**config.mk**
```make
export PLATFORM = sky130hd
export DESIGN_NAME = mir_ctrl_flat
export DESIGN_NICKNAME = d
export VERILOG_FILES = /design/src/mir_pkg.sv /design/src/mir_link_if.sv /design/src/mir_ctrl.sv /design/src/flat_wrapper.sv
export SDC_FILE = /design/constraint.sdc
export NUM_CORES = 1
export LEC_CHECK = 0
export BUFFER_PORTS_ARGS = -buffer_cell sky130_fd_sc_hd__buf_2
export CORE_MARGIN = 2
export CORE_UTILIZATION = 55
export CTS_BUF_LIST = sky130_fd_sc_hd__clkbuf_4 sky130_fd_sc_hd__clkbuf_8
export CTS_CLUSTER_DIAMETER = 100
export DETAILED_ROUTE_END_ITERATION = 8
export HOLD_SLACK_MARGIN = 0.03
export PLACE_DENSITY = 0.78
export SLEW_MARGIN = 25
export SYNTH_ARGS = -nofsm -noshare
export SYNTH_HDL_FRONTEND = slang
export SYNTH_SLANG_ARGS = --single-unit
```
**constraint.sdc**
```tcl
create_clock -name clk_sys -period 3.2 [get_ports clk_sys]
set_clock_uncertainty 0.1 [all_clocks]
set_input_delay 0.64 -clock clk_sys [delete_from_list [all_inputs] [get_ports clk_sys]]
set_output_delay 0.64 -clock clk_sys [all_outputs]
set_load 0.05 [all_outputs]
```
**src/mir_pkg.sv**
```systemverilog
// shared constants and types of the memory init and refresh link
package mir_pkg;
   // link widths
   localparam int BANK_W = 3;
   localparam int ADDR_W = 18;
   localparam int NUM_BANKS = 8;
   localparam int DQ_WIDTH_MAX = 36;
   // system clock
   localparam int CLK_PERIOD_PS = 8000;
   // power-up nop hold, least time, rounded up
   localparam int HOLD_TIME_US = 200;
   localparam int HOLD_CYCLES =
      (HOLD_TIME_US * 1000000 + CLK_PERIOD_PS - 1) / CLK_PERIOD_PS;
   // average refresh interval, longest time, rounded down
   localparam int REFI_TIME_PS = 240000;
   localparam int REFI_CYCLES = REFI_TIME_PS / CLK_PERIOD_PS;
   // burst refresh period, longest time, rounded down
   localparam int BURST_TIME_PS = 1950000;
   localparam int BURST_CYCLES = BURST_TIME_PS / CLK_PERIOD_PS;
   // mode-register load recovery, in command clocks
   localparam int MRSC_CYCLES = 6;
   // initialization group and tail
   localparam int MIN_LOADS = 3;
   localparam int DUMMY_LOADS = 2;
   localparam int INIT_NOPS = 1024;
   // configuration field and reset value
   localparam int CFG_LSB = 0;
   localparam int CFG_W = 3;
   localparam logic [ADDR_W-1:0] MODE_RESET = 18'h00000;
   localparam logic [3:0] TRC_DEFAULT = 4'h4;

   typedef enum logic [2:0] {
      cmd_nop,
      cmd_mode_register_load,
      cmd_bank_refresh_cmd,
      cmd_read,
      cmd_write
   } mir_cmd_type;

   // row cycle time in clocks for a mode-register configuration
   function automatic logic [3:0] row_cycle_time(
      input logic [ADDR_W-1:0] mode);
      case (mode[CFG_LSB +: CFG_W])
         3'h0: row_cycle_time = 4'h4;
         3'h1: row_cycle_time = 4'h4;
         3'h2: row_cycle_time = 4'h6;
         3'h3: row_cycle_time = 4'h8;
         3'h4: row_cycle_time = 4'h3;
         3'h5: row_cycle_time = 4'h5;
         default: row_cycle_time = 4'h8;
      endcase
   endfunction
endpackage

```
**src/mir_link_if.sv**
```systemverilog
// command link between the memory controller and the memory
`timescale 1ns/1ps
interface mir_link_if;
   import mir_pkg::*;
   mir_cmd_type cmd;
   logic [BANK_W-1:0] bank;
   logic [ADDR_W-1:0] addr;
   logic [1:0] output_data_strobe;

   modport ctrl (
      output cmd,
      output bank,
      output addr,
      input output_data_strobe
   );
   modport mem (
      input cmd,
      input bank,
      input addr,
      output output_data_strobe
   );
endinterface

```
**src/mir_ctrl.sv**
```systemverilog
// controller end: power-up sequence, refresh scheduling, user commands
`timescale 1ns/1ps
module mir_ctrl #(
   parameter int HOLD_CYCLES = mir_pkg::HOLD_CYCLES,
   parameter int DUMMY_LOADS = mir_pkg::DUMMY_LOADS,
   parameter bit REF_BURST = 1'b0
) (
   // clock and reset; clk_sys must not change rate
   input wire logic clk_sys,
   input wire logic reset,
   // command link
   mir_link_if.ctrl link,
   // user requests
   input wire logic req_valid,
   input wire mir_pkg::mir_cmd_type req_cmd,
   input wire logic [mir_pkg::BANK_W-1:0] req_bank,
   input wire logic [mir_pkg::ADDR_W-1:0] req_addr,
   output logic req_ready,
   // configuration and status
   input wire logic [mir_pkg::ADDR_W-1:0] init_cfg,
   output logic init_done
);
   import mir_pkg::*;

   typedef enum logic [2:0] {
      st_hold, st_dummy, st_valid, st_mrsc, st_init, st_run
   } mir_state_type;

   localparam int REF_PERIOD = REF_BURST ? BURST_CYCLES : REFI_CYCLES;

   mir_state_type state_ff;
   logic [31:0] wait_ff;
   logic [10:0] nop_cnt_ff;
   logic [NUM_BANKS-1:0] ref_done_ff;
   logic [3:0] trc_ff [NUM_BANKS];
   logic [ADDR_W-1:0] mode_ff;
   logic [2:0] mrsc_ff;
   logic [7:0] ref_tmr_ff;
   logic ref_pend_ff;
   logic [BANK_W-1:0] ref_bank_ff;
   logic burst_ff;
   mir_cmd_type cmd_ff;
   logic [BANK_W-1:0] bank_ff;
   logic [ADDR_W-1:0] addr_ff;
   mir_cmd_type nxt_cmd;
   logic [BANK_W-1:0] nxt_bank;
   logic [ADDR_W-1:0] nxt_addr;
   logic [NUM_BANKS-1:0] bank_idle;
   logic [BANK_W-1:0] init_bank;
   logic init_ref_ok;
   logic ref_fire;
   logic ref_set;

   always_comb begin
      for (int i = 0; i < NUM_BANKS; i++) begin
         bank_idle[i] = trc_ff[i] == 4'h0;
      end
   end

   // lowest bank still owing its initial refresh
   always_comb begin
      init_bank = '0;
      init_ref_ok = 1'b0;
      for (int i = NUM_BANKS - 1; i >= 0; i--) begin
         if (!ref_done_ff[i]) begin
            init_bank = BANK_W'(i);
            init_ref_ok = 1'b1;
         end
      end
   end

   // command choice for the next clock
   always_comb begin
      nxt_cmd = cmd_nop;
      nxt_bank = '0;
      nxt_addr = '0;
      req_ready = 1'b0;
      ref_fire = 1'b0;
      case (state_ff)
         // only nops while the supplies settle
         st_hold: nxt_cmd = cmd_nop;
         // dummy loads with a low address
         st_dummy: nxt_cmd = cmd_mode_register_load;
         st_valid: begin
            nxt_cmd = cmd_mode_register_load;
            nxt_addr = init_cfg;
         end
         st_mrsc: nxt_cmd = cmd_nop;
         // one refresh after each nop until all banks are done
         st_init: begin
            if (init_ref_ok && cmd_ff == cmd_nop) begin
               nxt_cmd = cmd_bank_refresh_cmd;
               nxt_bank = init_bank;
            end
         end
         st_run: begin
            if (mrsc_ff != 3'h0) begin
               // recovery after a later mode load
               nxt_cmd = cmd_nop;
            end else if (burst_ff || (REF_BURST && ref_pend_ff &&
               &bank_idle)) begin
               // eight refreshes back to back
               nxt_cmd = cmd_bank_refresh_cmd;
               nxt_bank = ref_bank_ff;
               ref_fire = 1'b1;
            end else if (!REF_BURST && ref_pend_ff) begin
               // refresh first; wait for its bank to be idle
               if (bank_idle[ref_bank_ff]) begin
                  nxt_cmd = cmd_bank_refresh_cmd;
                  nxt_bank = ref_bank_ff;
                  ref_fire = 1'b1;
               end
            end else if (req_valid) begin
               case (req_cmd)
                  cmd_read, cmd_write: begin
                     // bank busy for the row cycle time
                     req_ready = bank_idle[req_bank];
                     if (req_ready) nxt_cmd = req_cmd;
                  end
                  // only with every bank idle
                  cmd_mode_register_load: begin
                     req_ready = &bank_idle;
                     if (req_ready) nxt_cmd = req_cmd;
                  end
                  default: req_ready = 1'b1;
               endcase
               nxt_bank = req_bank;
               nxt_addr = req_addr;
            end
         end
         default: nxt_cmd = cmd_nop;
      endcase
   end

   // sequence state and its wait counter
   always_ff @(posedge clk_sys) begin
      if (reset) begin
         state_ff <= st_hold;
         wait_ff <= 32'h0000_0000;
      end else begin
         wait_ff <= wait_ff + 32'h0000_0001;
         case (state_ff)
            // stable nops for the full hold time
            st_hold: begin
               if (wait_ff >= 32'(HOLD_CYCLES - 1)) begin
                  state_ff <= st_dummy;
                  wait_ff <= 32'h0000_0000;
               end
            end
            // dummy loads then the valid one, no gap
            st_dummy: begin
               if (wait_ff >= 32'(DUMMY_LOADS - 1)) begin
                  state_ff <= st_valid;
               end
            end
            st_valid: begin
               state_ff <= st_mrsc;
               wait_ff <= 32'h0000_0000;
            end
            // recovery only after the valid load
            st_mrsc: begin
               if (wait_ff >= 32'(MRSC_CYCLES - 1)) state_ff <= st_init;
            end
            // release traffic on full count and all flags
            st_init: begin
               if (nop_cnt_ff == 11'(INIT_NOPS) && &ref_done_ff &&
                  cmd_ff == cmd_nop) begin
                  state_ff <= st_run;
               end
            end
            st_run: state_ff <= st_run;
            default: state_ff <= st_hold;
         endcase
      end
   end

   // init nop count and per-bank refresh flags
   always_ff @(posedge clk_sys) begin
      if (reset) begin
         nop_cnt_ff <= 11'h000;
         ref_done_ff <= '0;
      end else if (state_ff == st_init) begin
         if (nxt_cmd == cmd_nop && nop_cnt_ff != 11'(INIT_NOPS)) begin
            nop_cnt_ff <= nop_cnt_ff + 11'h001;
         end
         if (nxt_cmd == cmd_bank_refresh_cmd) begin
            ref_done_ff[nxt_bank] <= 1'b1;
         end
      end
   end

   // per-bank row cycle timers, loaded as a command leaves
   always_ff @(posedge clk_sys) begin
      if (reset) begin
         for (int i = 0; i < NUM_BANKS; i++) trc_ff[i] <= 4'h0;
      end else begin
         for (int i = 0; i < NUM_BANKS; i++) begin
            if (trc_ff[i] != 4'h0) trc_ff[i] <= trc_ff[i] - 4'h1;
         end
         if (nxt_cmd == cmd_bank_refresh_cmd || nxt_cmd == cmd_read ||
            nxt_cmd == cmd_write) begin
            trc_ff[nxt_bank] <= row_cycle_time(mode_ff) - 4'h1;
         end
      end
   end

   // mode copy sets the row cycle time
   always_ff @(posedge clk_sys) begin
      if (reset) begin
         mode_ff <= MODE_RESET;
         mrsc_ff <= 3'h0;
      end else begin
         if (mrsc_ff != 3'h0) mrsc_ff <= mrsc_ff - 3'h1;
         if (nxt_cmd == cmd_mode_register_load) begin
            if (state_ff == st_valid || state_ff == st_run) begin
               mode_ff <= nxt_addr;
            end
            if (state_ff == st_run) mrsc_ff <= 3'(MRSC_CYCLES - 1);
         end
      end
   end

   // free-running refresh timer; a new tick wins over the clear
   assign ref_set = state_ff == st_run && ref_tmr_ff == 8'h00;
   always_ff @(posedge clk_sys) begin
      if (reset) begin
         ref_tmr_ff <= 8'(REF_PERIOD - 1);
         ref_pend_ff <= 1'b0;
      end else begin
         if (state_ff == st_run) begin
            ref_tmr_ff <= ref_set ? 8'(REF_PERIOD - 1) : ref_tmr_ff - 8'h01;
         end
         ref_pend_ff <= ref_set || (ref_pend_ff && !(ref_fire &&
            (!REF_BURST || !burst_ff)));
      end
   end

   // bank rotation and burst tracking
   always_ff @(posedge clk_sys) begin
      if (reset) begin
         ref_bank_ff <= '0;
         burst_ff <= 1'b0;
      end else if (ref_fire) begin
         ref_bank_ff <= ref_bank_ff + BANK_W'(1);
         burst_ff <= REF_BURST && ref_bank_ff != BANK_W'(NUM_BANKS - 1);
      end
   end

   always_ff @(posedge clk_sys) begin
      if (reset) begin
         cmd_ff <= cmd_nop;
         bank_ff <= '0;
         addr_ff <= '0;
      end else begin
         cmd_ff <= nxt_cmd;
         bank_ff <= nxt_bank;
         addr_ff <= nxt_addr;
      end
   end

   assign link.cmd = cmd_ff;
   assign link.bank = bank_ff;
   assign link.addr = addr_ff;
   assign init_done = state_ff == st_run;
endmodule

```
**src/flat_wrapper.sv**
```systemverilog
// flat-port wrapper written by rule: the top's interface ports become plain ports
module mir_ctrl_flat import mir_pkg::*;
#(
   parameter int HOLD_CYCLES = mir_pkg::HOLD_CYCLES,
   parameter int DUMMY_LOADS = mir_pkg::DUMMY_LOADS,
   parameter bit REF_BURST = 1'b0
)
  (clk_sys, reset, req_valid, req_cmd, req_bank, req_addr, req_ready, init_cfg, init_done, link_cmd, link_bank, link_addr, link_output_data_strobe);
  mir_link_if link_i ();
  input wire logic clk_sys;
  input wire logic reset;
  input wire logic req_valid;
  input wire mir_pkg::mir_cmd_type req_cmd;
  input wire logic [mir_pkg::BANK_W-1:0] req_bank;
  input wire logic [mir_pkg::ADDR_W-1:0] req_addr;
  output logic req_ready;
  input wire logic [mir_pkg::ADDR_W-1:0] init_cfg;
  output logic init_done;
  output wire logic [$bits(link_i.cmd)-1:0] link_cmd;
  output wire logic [$bits(link_i.bank)-1:0] link_bank;
  output wire logic [$bits(link_i.addr)-1:0] link_addr;
  input wire logic [$bits(link_i.output_data_strobe)-1:0] link_output_data_strobe;
  assign link_cmd = link_i.cmd;
  assign link_bank = link_i.bank;
  assign link_addr = link_i.addr;
  assign link_i.output_data_strobe = link_output_data_strobe;
  mir_ctrl #(.HOLD_CYCLES(HOLD_CYCLES), .DUMMY_LOADS(DUMMY_LOADS), .REF_BURST(REF_BURST)) u_core (.clk_sys(clk_sys), .reset(reset), .link(link_i), .req_valid(req_valid), .req_cmd(req_cmd), .req_bank(req_bank), .req_addr(req_addr), .req_ready(req_ready), .init_cfg(init_cfg), .init_done(init_done));
endmodule
```
# [Word-level counts from Yosys, hierarchy flattened]
# Memory sizes are Yosys's and may differ from the RTL's.
# Cells that the tools add are included.
[totals] register_bits=96 mem_bits_rw=32 inputBits=47 output_inout_bits=26 word_cells=209 mem_count=1
[memory_table] name="u_core.trc_ff" depth=8 width=4 rd=8 rd_ports_with_merged_regs=0 wr=9 line="mir_ctrl.sv:35" source="logic [3:0] trc_ff [NUM_BANKS];"
[classes] addsub=14 order_cmp=7 eq_ne=22 n_mux=101 n_bitwise=9 reduce_logical=43
[ops] cell="$mux W3" n=25
[ops] cell="$pmux W32 S2" n=1
[ops] cell="$mux W18" n=3
[ops] cell="$mux W1" n=48
[ops] cell="$mux W4" n=10
[ops] cell="$pmux W18 S2" n=1
[ops] cell="$sub A4 B1 Y4 const B" n=9
[ops] cell="$add A32 B1 Y32 const B" n=1
[ops] cell="$ge A32 B1 Y1 const B" n=1
[ops] cell="$ge A32 B15 Y1 const B" n=1
[ops] cell="$ge A32 B3 Y1 const B" n=1
[ops] cell="$logic_not A4 Y1" n=8
[ops] cell="$mux W32" n=1
[ops] cell="$reduce_bool A4 Y1" n=8
[ops] cell="$eq A3 B2 Y1 const B" n=6
[ops] cell="$eq A3 B3 Y1 const B" n=6
[ops] cell="$pmux W3 S6" n=1
[ops] cell="$pmux W4 S4" n=1
[ops] cell="$reduce_and A8 Y1" n=2
[ops] cell="$eq A3 B1 Y1 const B" n=4
[ops] cell="$logic_not A3 Y1" n=4
[ops] cell="$lt A3 B4 Y1 const B" n=3
[ops] cell="$pmux W3 S2" n=2
[ops] cell="$add A11 B1 Y11 const B" n=1
[ops] cell="other kinds (23)" n=48

# [Depth between registers and ports, before layout]
# Gate-level depths: netlist of the first run.
[logic_depth] word_depth=17 depth_mapped=10 ltp_nobuf=9

# [Least setup slack after synthesis of the first run]
# OpenSTA, ideal clock, no wires.
[synth_path] path_kind="input to output" startpoint="in req_valid" endpoint="out req_ready" arrival_ns=2.589 required_time_ns=2.460 setup_slack_ns=-0.129 stages=6 path_buffers=0 path_cell_list="inv_1 or4_4 nor4_1 o211ai_1 o22a_1 o211ai_1"
[synth_via] elab_chain_cells=4
[synth_lines] item="start: declaration" line="flat_wrapper.sv:12" source="input wire logic req_valid;"
[synth_lines] item="$mux W1" line="mir_ctrl.sv:113" source="end else if (req_valid) begin"
[synth_lines] item="$mux W1" line="mir_ctrl.sv:106" source="end else if (!REF_BURST && ref_pend_ff) begin"
[synth_lines] item="$mux W1" line="mir_ctrl.sv:97" source="if (mrsc_ff != 3'h0) begin"
[synth_lines] item="$mux W1" line="mir_ctrl.sv:79" source="case (state_ff)"
[synth_lines] item="end: declaration" line="flat_wrapper.sv:16" source="output logic req_ready;"
# Every way passes these cells.

==> results.cfg, run 1 <==
[outcome]
status = finished with violations
violations = negative setup slack

[drt]
dr_wl_met3_um = 893
dr_wl_met2_um = 8650
final_antenna_net_count = 0
wl_per_cell_um = 16.7
drt_iter0_markers = 462
drc = 0
avgViaCountPerCell = 5.87
vias = 5956
dr.pass1.iters = 6
routed_wl_um = 16900
wl_met1_um = 6870
top_layer = met4

[critical_path]
arrival_ns = 2.69
crit_family = compound AO/OA/AOI/OAI gates
crit_path_frequent_cell = o211ai_1
crit_required_ns = 2.46
worstSetupEndpoint = req_ready
reg2reg_depth = 12
r2r_start = u_core.trc_ff[5][0]$_DFFE_PP_
cp_max_fo = 3
critPathSlowestCell = edfxtp_1
worstReg2RegEnd = u_core.trc_ff[5][0]$_DFFE_PP_
ff2ff_setup_slack_ns = -0.01
path_buf_inv = 2
max_stage_delay_ns = 0.41
criticalPathCategory = register to primary output
startpoint_type = register
worst-path-stages = 9
crit_path_cell_trace = inv_1, ha_1, nor3b_4, a211oi_1, nor4_2, o211ai_1, o22a_1, o211ai_1, buf_4
critPathLaunch = u_core.trc_ff[6][0]$_DFFE_PP_
setup.worst_path.end_class = primary output

[synth]
synth_ff_type = dfxtp_1
synthSimpleGateAreaFrac = 0.265
ys_top_cells_by_area = dfxtp_1 29%, edfxtp_1 14%, nor2_1 5.9%
yosysUniqueCellTypes = 69
syn_nets = 795
yosysSeqAreaShare = 0.432
synthXorXnorAreaFrac = 0.0867
yosysTopAreaCell = dfxtp_1
synth_top_family_by_area = simple AND/OR/NAND/NOR gates
synth-edff-count = 32
async_flop_share = 0
synth_top_area_share = 0.288
synth_mux_area_frac = 0.0392
synthAdderAreaFrac = 0.0465
synth-compound-area-share = 0.0927
synthCells = 724
ys_ff_latch = 128
avgSynthCellArea_um2 = 9.21
mappedNetlistArea_um2 = 6670
yosysWarnings = 0

[floorplan]
fp.dieW_um = 114
io_pins = 73
die_h_um = 114
core_um2 = 11900
die_area_um2 = 13000
initial_core_util = 0.560
rows = 40

[power_and_ir_drop]
netSwitchingFraction = 0.325
p_per_area_nw_per_um2 = 649
seqPwrFrac = 0.402
intPower_w = 0.00365
peakVddDrop_uv = 413
switching_power_w = 0.00176
leakage_nw = 3.43
total_power_w = 0.00541
clkPwrFrac = 0.243
combPwrFrac = 0.355

[sta]
grt_setup_unrepaired = yes
fin_ws_ns = -0.229
finalMaxSlewViolations = 0
min_period_over_period = 1.07
period_minus_slack_ns = 3.43
hold_viol = 0
fmax_mhz = 292
slew-limit-headroom = 0.374
worstMarginPinSlew_ns = 0.939
finalSetupTns_ns = -0.248
setup_viol = 3

[placement]
hpwlAfterDp_um = 11100
gp_congestion = 0.889
place_inst = 950
port_buffers = 70

[global_route]
overflow = 0
grt_pass1_wl_um = 25800
antenna_found_initial = 0
gr-usage-all-layers = 0.246
grt_start_max_net_pins = 54
first_global_vias = 5634

[clocking]
clock-sinks = 128
htreeDepth = 4
path_clk_slew_ns = 0.07
root_buffer = clkbuf_8
cts_made_buffers = 17
hold_buffers = 0
cts_tree = yes
clkLatencyLatePin_ns = 0.44
clock_path_buffers = 2

[layout]
drive_gt1_frac = 0.273
diodes = 0
fin_nets = 926
synthToLayoutAreaGrowth_pct = 25.0
layoutNonFillerInstCount = 1015

[min_path]
holdCritPathClass = primary input to register

[job]
max_cap_violations = 0
-- kinds of logic after synthesis --
logic type / after synthesis
simple gates: 326
flops: 128
compound gates: 88
xor+xnor: 66
buf+inv: 66
mux: 25
fa+ha+maj: 25
-- flip-flops by register name, indices dropped and copies added, names as in the netlist, 8 cells and up --
name	count
u_core.ref_tmr_ff	8
u_core.trc_ff	32
u_core.link.addr	18
u_core.ref_done_ff	8
u_core.wait_ff	32
u_core.nop_cnt_ff	11
-- how the worst min path moves through the flow --
stage                                             startpoint                            endpoint  slack, ns  cells past startpoint
after global routing                            init_cfg[17]     u_core.link.addr[17]$_SDFF_PP0_       0.33                      3
after CTS                                       init_cfg[17]     u_core.link.addr[17]$_SDFF_PP0_       0.32                      3
after detailed placement  u_core.ref_done_ff[7]$_SDFFE_PP0P_  u_core.ref_done_ff[7]$_SDFFE_PP0P_       0.38                      2
after global placement    u_core.ref_done_ff[5]$_SDFFE_PP0P_  u_core.ref_done_ff[5]$_SDFFE_PP0P_       0.37                      2
after floorplan           u_core.ref_done_ff[7]$_SDFFE_PP0P_  u_core.ref_done_ff[7]$_SDFFE_PP0P_       0.35                      2
final                                           init_cfg[17]     u_core.link.addr[17]$_SDFF_PP0_       0.33                      3
-- worst min-delay path, cell delays in order --
cell and delay, ns:
buf_2 0.07, a22oi_1 0.05, nor2_1 0.07
-- routing by layer --
metal  vias up  GRT usage
li1       2831          -
met1      2860      0.301
met2       204      0.425
met3        61     0.0492
met4         0      0.101
met5         -          0
-- placed cells by master, fill, tap and decap left out, drive strengths merged, types with 19 or more instances in the layout --
| cell type | Yosys | layout |
|---|---|---|
| nand3 | 23 | 23 |
| a21oi | 21 | 21 |
| nand2 | 41 | 41 |
| clkbuf | 23 | 26 |
| nor3 | 38 | 38 |
| dfxtp | 96 | 96 |
| buf | 6 | 141 |
| nor2 | 105 | 105 |
| a22oi | 19 | 19 |
| xnor2 | 28 | 28 |
| xor2 | 38 | 38 |
| edfxtp | 32 | 32 |
| inv | 37 | 37 |
| ha | 24 | 24 |
-- Yosys cell counts (19+ instances only) --
library cell and n:
a21oi_1 21, a22oi_1 19, clkbuf_1 23, dfxtp_1 96
edfxtp_1 32, ha_1 24, inv_1 37, nand2_1 40
nand3_1 23, nor2_1 105, nor3_1 36, xnor2_1 28
xor2_1 38
-- layout make-up --
| type | instances | area (um^2) |
|---|---|---|
| clock buffers | 26 | 314 |
| clock inverters | 6 | 57.6 |
| fillers | 867 | 3580 |
| inverters | 37 | 139 |
| multi-input cells | 530 | 3860 |
| flip-flops and latches | 128 | 2890 |
| well taps | 147 | 184 |
| repair buffers | 141 | 897 |
-- power by group through the flow --
stage               clock [W]  combinational, W  sequential, W
floorplan                   0          0.000986        0.00216
global placement            0           0.00134        0.00215
detailed placement          0           0.00144        0.00217
CTS                   0.00133           0.00174        0.00216
global route          0.00139           0.00209        0.00220
finish                0.00132           0.00192        0.00217
-- per-stage QoR --
stage	hold slack [ns]	worst slack (ns)	utilization	instance area [um^2]
floorplan	0.355	0.0152	-	6700
global placement	0.368	0.0541	0.623	7420
detailed placement	0.380	-0.00607	0.623	7420
CTS	0.316	-0.119	0.677	8060
global route	0.332	-0.291	0.700	8340
finish	0.332	-0.229	0.700	8340
-- repair_timing --
action	in CTS	in global routing
setup buffers	20	15
setup endpoints to repair	9	47
pin swaps	7	17
gates resized for setup	28	37
endpoints found under the hold margin	0	0
Power figures use the tool's default switching activity.
==> run 2, diff against run 1 <==
--- a/config.mk
+++ b/config.mk
@@ -13,6 +13,7 @@
 export DETAILED_ROUTE_END_ITERATION = 8
 export HOLD_SLACK_MARGIN = 0.03
 export PLACE_DENSITY = 0.78
+export SETUP_SLACK_MARGIN = 0.5
 export SLEW_MARGIN = 25
 export SYNTH_ARGS = -nofsm -noshare
 export SYNTH_HDL_FRONTEND = slang
==> results.cfg, run 2 (synthesis results as in run 1) <==
[power_and_ir_drop]
switching_power_w = 0.00214
peakVddDrop_uv = 373
seqPwrFrac = 0.368
leakage_nw = 3.74
clkPwrFrac = 0.230
p_per_area_nw_per_um2 = 656
combPwrFrac = 0.402
netSwitchingFraction = 0.359
intPower_w = 0.00382

[sta]
worstMarginPinSlew_ns = 0.726
fin_ws_ns = -0.414
hold_viol = 0
period_minus_slack_ns = 3.61
finalMaxSlewViolations = 0
fmax_mhz = 277
grt_setup_unrepaired = yes
slew-limit-headroom = 0.514
setup_viol = 71
min_period_over_period = 1.13

[drt]
dr_wl_met2_um = 11100
dr.pass1.iters = 5
drc = 0
vias = 6549
routed_wl_um = 21900
avgViaCountPerCell = 6.15
dr_wl_met3_um = 1610
final_antenna_net_count = 0
wl_per_cell_um = 20.6
top_layer = met4
drt_iter0_markers = 631
wl_met1_um = 7750

[floorplan]
io_pins = 73
core_um2 = 11900
die_area_um2 = 13000
initial_core_util = 0.560
die_h_um = 114
fp.dieW_um = 114
rows = 40

[placement]
hpwlAfterDp_um = 11300
gp_congestion = 0.884
pre_cts_slack_ns = -0.0442
port_buffers = 70

[job]
max_cap_violations = 0

[clocking]
clock-sinks = 128
path_clk_slew_ns = 0.08
htreeDepth = 4
clkLatencyLatePin_ns = 0.48
clock_path_buffers = 2
cts_made_buffers = 17
hold_buffers = 0
root_buffer = clkbuf_8
cts_tree = yes

[critical_path]
cp_max_fo = 2
criticalPathCategory = register to primary output
r2r_start = u_core.trc_ff[7][1]$_DFFE_PP_
setup.worst_path.end_class = primary output
worstReg2RegEnd = u_core.link.cmd[2]$_SDFF_PP0_
critPathLaunch = u_core.trc_ff[1][1]$_DFFE_PP_
crit_required_ns = 2.46
startpoint_type = register
arrival_ns = 2.87
ff2ff_setup_slack_ns = -0.33
reg2reg_depth = 20

[layout]
layout_commonest_cell = nor2_1
drive_gt1_frac = 0.358
regArea_um2 = 2880
multi_input_area_um2 = 4120
fin_nets = 976
diodes = 0
layout_common_cells = 104 x nor2_1, 96 x dfxtp_1, 88 x buf_4
fin_util = 0.763
synthToLayoutAreaGrowth_pct = 36.2
fill_cells = 728

[outcome]
violations = negative setup slack
status = finished with violations

[global_route]
overflow = 0
first_global_vias = 6245
grt_pass1_wl_um = 30200
antenna_found_initial = 0
grt_start_max_net_pins = 52
gr-usage-all-layers = 0.296

[min_path]
hold_depth = 3
worstHoldStart = init_cfg[17]
holdPathEnd = u_core.link.addr[17]$_SDFF_PP0_
holdCritPathClass = primary input to register
[run 2: cell count changes in the layout (fill, tap and decap cells not counted), sizes merged]
cell | previous run | this run
clkbuf | 26 | 20
clkinvlp | 0 | 2
inv | 37 | 40
and2 | 2 | 3
buf | 141 | 190
clkinv | 5 | 6
[run 2: through the flow]
| step | cell area [um^2] | std cells | total power, W | hold slack (ns) | TNS, ns |
|---|---|---|---|---|---|
| 2_1_floorplan | 6730 | 724 | 0.00317 | 0.355 | 0 |
| 3_3_place_gp | 7490 | 956 | 0.00357 | 0.369 | 0 |
| 3_5_place_dp | 7490 | 956 | 0.00368 | 0.391 | -0.179 |
| 4_1_cts | 8630 | 1041 | 0.00542 | 0.288 | -0.228 |
| 5_1_grt | 9080 | 1065 | 0.00618 | 0.305 | -13.06 |
| 6_report | 9080 | 1065 | 0.00596 | 0.305 | -13.60 |
[run 2: layer usage]
layer / vias up / track usage
li1: 2945 / -
met1: 3073 / 0.338
met2: 389 / 0.508
met3: 142 / 0.0736
met4: 0 / 0.166
met5: - / 0
[run 2: worst max path at each step]
stage	slack, ns	endpoint	cells past startpoint
4_1_cts	-0.13	req_ready	9
5_1_grt	-0.57	req_ready	10
2_1_floorplan	0.02	req_ready	8
3_3_place_gp	0.07	u_core.trc_ff[1][2]$_DFFE_PP_	10
6_report	-0.41	req_ready	11
3_5_place_dp	-0.04	u_core.trc_ff[1][2]$_DFFE_PP_	10
[run 2: area by class of cell]
class	count	area share
tap	147	0.0202
inverter	37	0.0153
clock buffer	20	0.0303
clock inverter	12	0.0118
timing repair buffer	190	0.152
multi-input combinational	531	0.453
sequential	128	0.317
[run 2: power by group through the flow]
stage / Clock (W) / Combinational, W / Sequential (W)
6_report: 0.00137 / 0.00240 / 0.00219
5_1_grt: 0.00145 / 0.00253 / 0.00220
4_1_cts: 0.00137 / 0.00191 / 0.00215
3_5_place_dp: 0 / 0.00151 / 0.00217
3_3_place_gp: 0 / 0.00141 / 0.00215
2_1_floorplan: 0 / 0.00101 / 0.00216
[run 2: repair_timing]
action	4_1_cts	5_1_grt
buffers inserted	52	24
pin swaps	26	24
cloned	1	0
endpoints found under the setup margin	69	86
gates resized for setup	86	56
[run 2: critical path, stage by stage (launching register included)]
cell and delay, ns:
edfxtp_1 0.43, inv_2 0.12, ha_4 0.13, nor3b_4 0.22, buf_6 0.15, nor3_4 0.04
o41ai_2 0.43, nand4_1 0.27, o22ai_2 0.16, nand2_1 0.08, o211ai_1 0.13, buf_4 0.26
==> run 3, diff against run 2 <==
==> constraint.sdc (replaced) <==
create_clock -name clk_sys -period 3.2 [get_ports clk_sys]
set_clock_uncertainty 0.1 [all_clocks]
set_input_delay 0.32 -clock clk_sys [delete_from_list [all_inputs] [get_ports clk_sys]]
set_output_delay 0.32 -clock clk_sys [all_outputs]
set_load 0.05 [all_outputs]
==> results.cfg, run 3 (synthesis results as in run 1) <==
[power_and_ir_drop]
total_power_w = 0.00632
peakVddDrop_uv = 541
p_per_area_nw_per_um2 = 665
leakage_nw = 3.88

[layout]
layout_common_cells = 104 x nor2_1, 94 x dfxtp_1, 77 x buf_4
fin_nets = 1002
layoutNonFillerInstCount = 1092
fin_util = 0.798
fill_cells = 617
layout_commonest_cell = nor2_1
drive_gt1_frac = 0.331
synthToLayoutAreaGrowth_pct = 42.5

[drt]
drt_iter0_markers = 791
vias = 7056
final_antenna_net_count = 0
avgViaCountPerCell = 6.46
routed_wl_um = 25500
wl_per_cell_um = 23.3
drc = 0
dr.pass1.iters = 6

[critical_path]
setup.worst_path.end_class = register
crit_path_cell_trace = inv_2, ha_4, or3b_4, o211ai_1, nand4_1, a21oi_2, a21bo_4, nor3b_4, mux2_4
critPathSlowestCell = o211ai_1
startpoint_type = register
arrival_ns = 3.86
crit_required_ns = 3.33
cp_max_fo = 4
critPathLaunch = u_core.trc_ff[5][1]$_DFFE_PP_
criticalPathCategory = register to register
crit_family = compound AO/OA/AOI/OAI gates
r2r_start = u_core.trc_ff[5][1]$_DFFE_PP_
max_stage_delay_ns = 0.62
path_buf_inv = 1

[clocking]
cts_tree = yes
root_buffer = clkbuf_8
path_clk_slew_ns = 0.07
clock_path_buffers = 2
clkLatencyLatePin_ns = 0.48
clock-sinks = 128
htreeDepth = 4
cts_made_buffers = 17

[floorplan]
rows = 40
die_area_um2 = 13000
io_pins = 73
initial_core_util = 0.560
core_um2 = 11900
die_h_um = 114
fp.dieW_um = 114

[sta]
worstMarginPinSlew_ns = 0.806
slew-limit-headroom = 0.461
fmax_mhz = 268
setup_viol = 71
min_period_over_period = 1.17
finalMaxSlewViolations = 0
period_minus_slack_ns = 3.74
fin_ws_ns = -0.536
hold_viol = 0
grt_setup_unrepaired = yes
hold_ws_ns = 0.0710

[min_path]
worstHoldStart = req_addr[1]
holdCritPathClass = primary input to register

[job]
max_cap_violations = 0

[placement]
port_buffers = 70
hpwlAfterDp_um = 11000
gp_congestion = 0.906
place_inst = 939

[global_route]
antenna_found_initial = 1
overflow = 0
grt_start_max_net_pins = 48
first_global_vias = 6690
grt_pass1_wl_um = 31900
gr-usage-all-layers = 0.315

[outcome]
violations = negative setup slack
status = finished with violations
-- run 3: worst paths after layout --
path / end / cells past startpoint / slack (ns)
setup reg to reg: u_core.trc_ff[5][0]$_DFFE_PP_ / 9 / -0.54
hold / removal: u_core.mode_ff[1]$_SDFFE_PP0P_ / 3 / 0.07
setup / recovery: u_core.trc_ff[5][0]$_DFFE_PP_ / 9 / -0.54
hold reg to reg: u_core.ref_done_ff[5]$_SDFFE_PP0P_ / 2 / 0.41
-- run 3: report_power, final --
group          internal [W]  switching (W)  leakage (nW)
registers           0.00196       0.000243          1.13
logic               0.00113        0.00119          2.48
clock network       0.00111       0.000683         0.257
total               0.00420        0.00212          3.88
-- run 3: metal layers --
layer  wire length (um)  vias up  GRT usage
met5                  0        -          0
met3               2290      226     0.0789
met2              12400      514      0.555
li1                   -     2997          -
met1               8530     3319      0.330
met4               2250        0      0.217
-- run 3: final cells by class --
| type | count | area [um^2] | area share |
|---|---|---|---|
| diodes | 1 | 2.50 | 0.000263 |
| clock buffers | 23 | 304 | 0.0320 |
| clock inverters | 9 | 200 | 0.0211 |
| inverters | 37 | 143 | 0.0150 |
| multi-input cells | 531 | 4100 | 0.431 |
| flip-flops and latches | 128 | 2890 | 0.304 |
| well taps | 147 | 184 | 0.0194 |
| repair buffers | 216 | 1680 | 0.177 |
-- run 3: what timing repair did --
action | CTS | global route
resized for setup | 57 | 66
hold buffers | 36 | 1
gates cloned | 1 | 0
pin swaps | 23 | 32
setup buffers | 55 | 27
hold endpoints to repair | 21 | 1
endpoints found under the setup margin | 70 | 81
-- run 3: stage by stage --
step                worst slack, ns  area [um^2]  TNS [ns]
floorplan                     0.302         6780         0
global placement            0.00196         7420         0
detailed placement          -0.0881         7420    -0.515
CTS                           0.150         8970         0
global route                 -0.565         9500    -28.20
finish                       -0.536         9500    -26.67
-- run 3: tightest hold or removal path, cell delays in order --
cell	delay (ns)
buf_2	0.12
nand2_1	0.07
a211oi_1	0.08
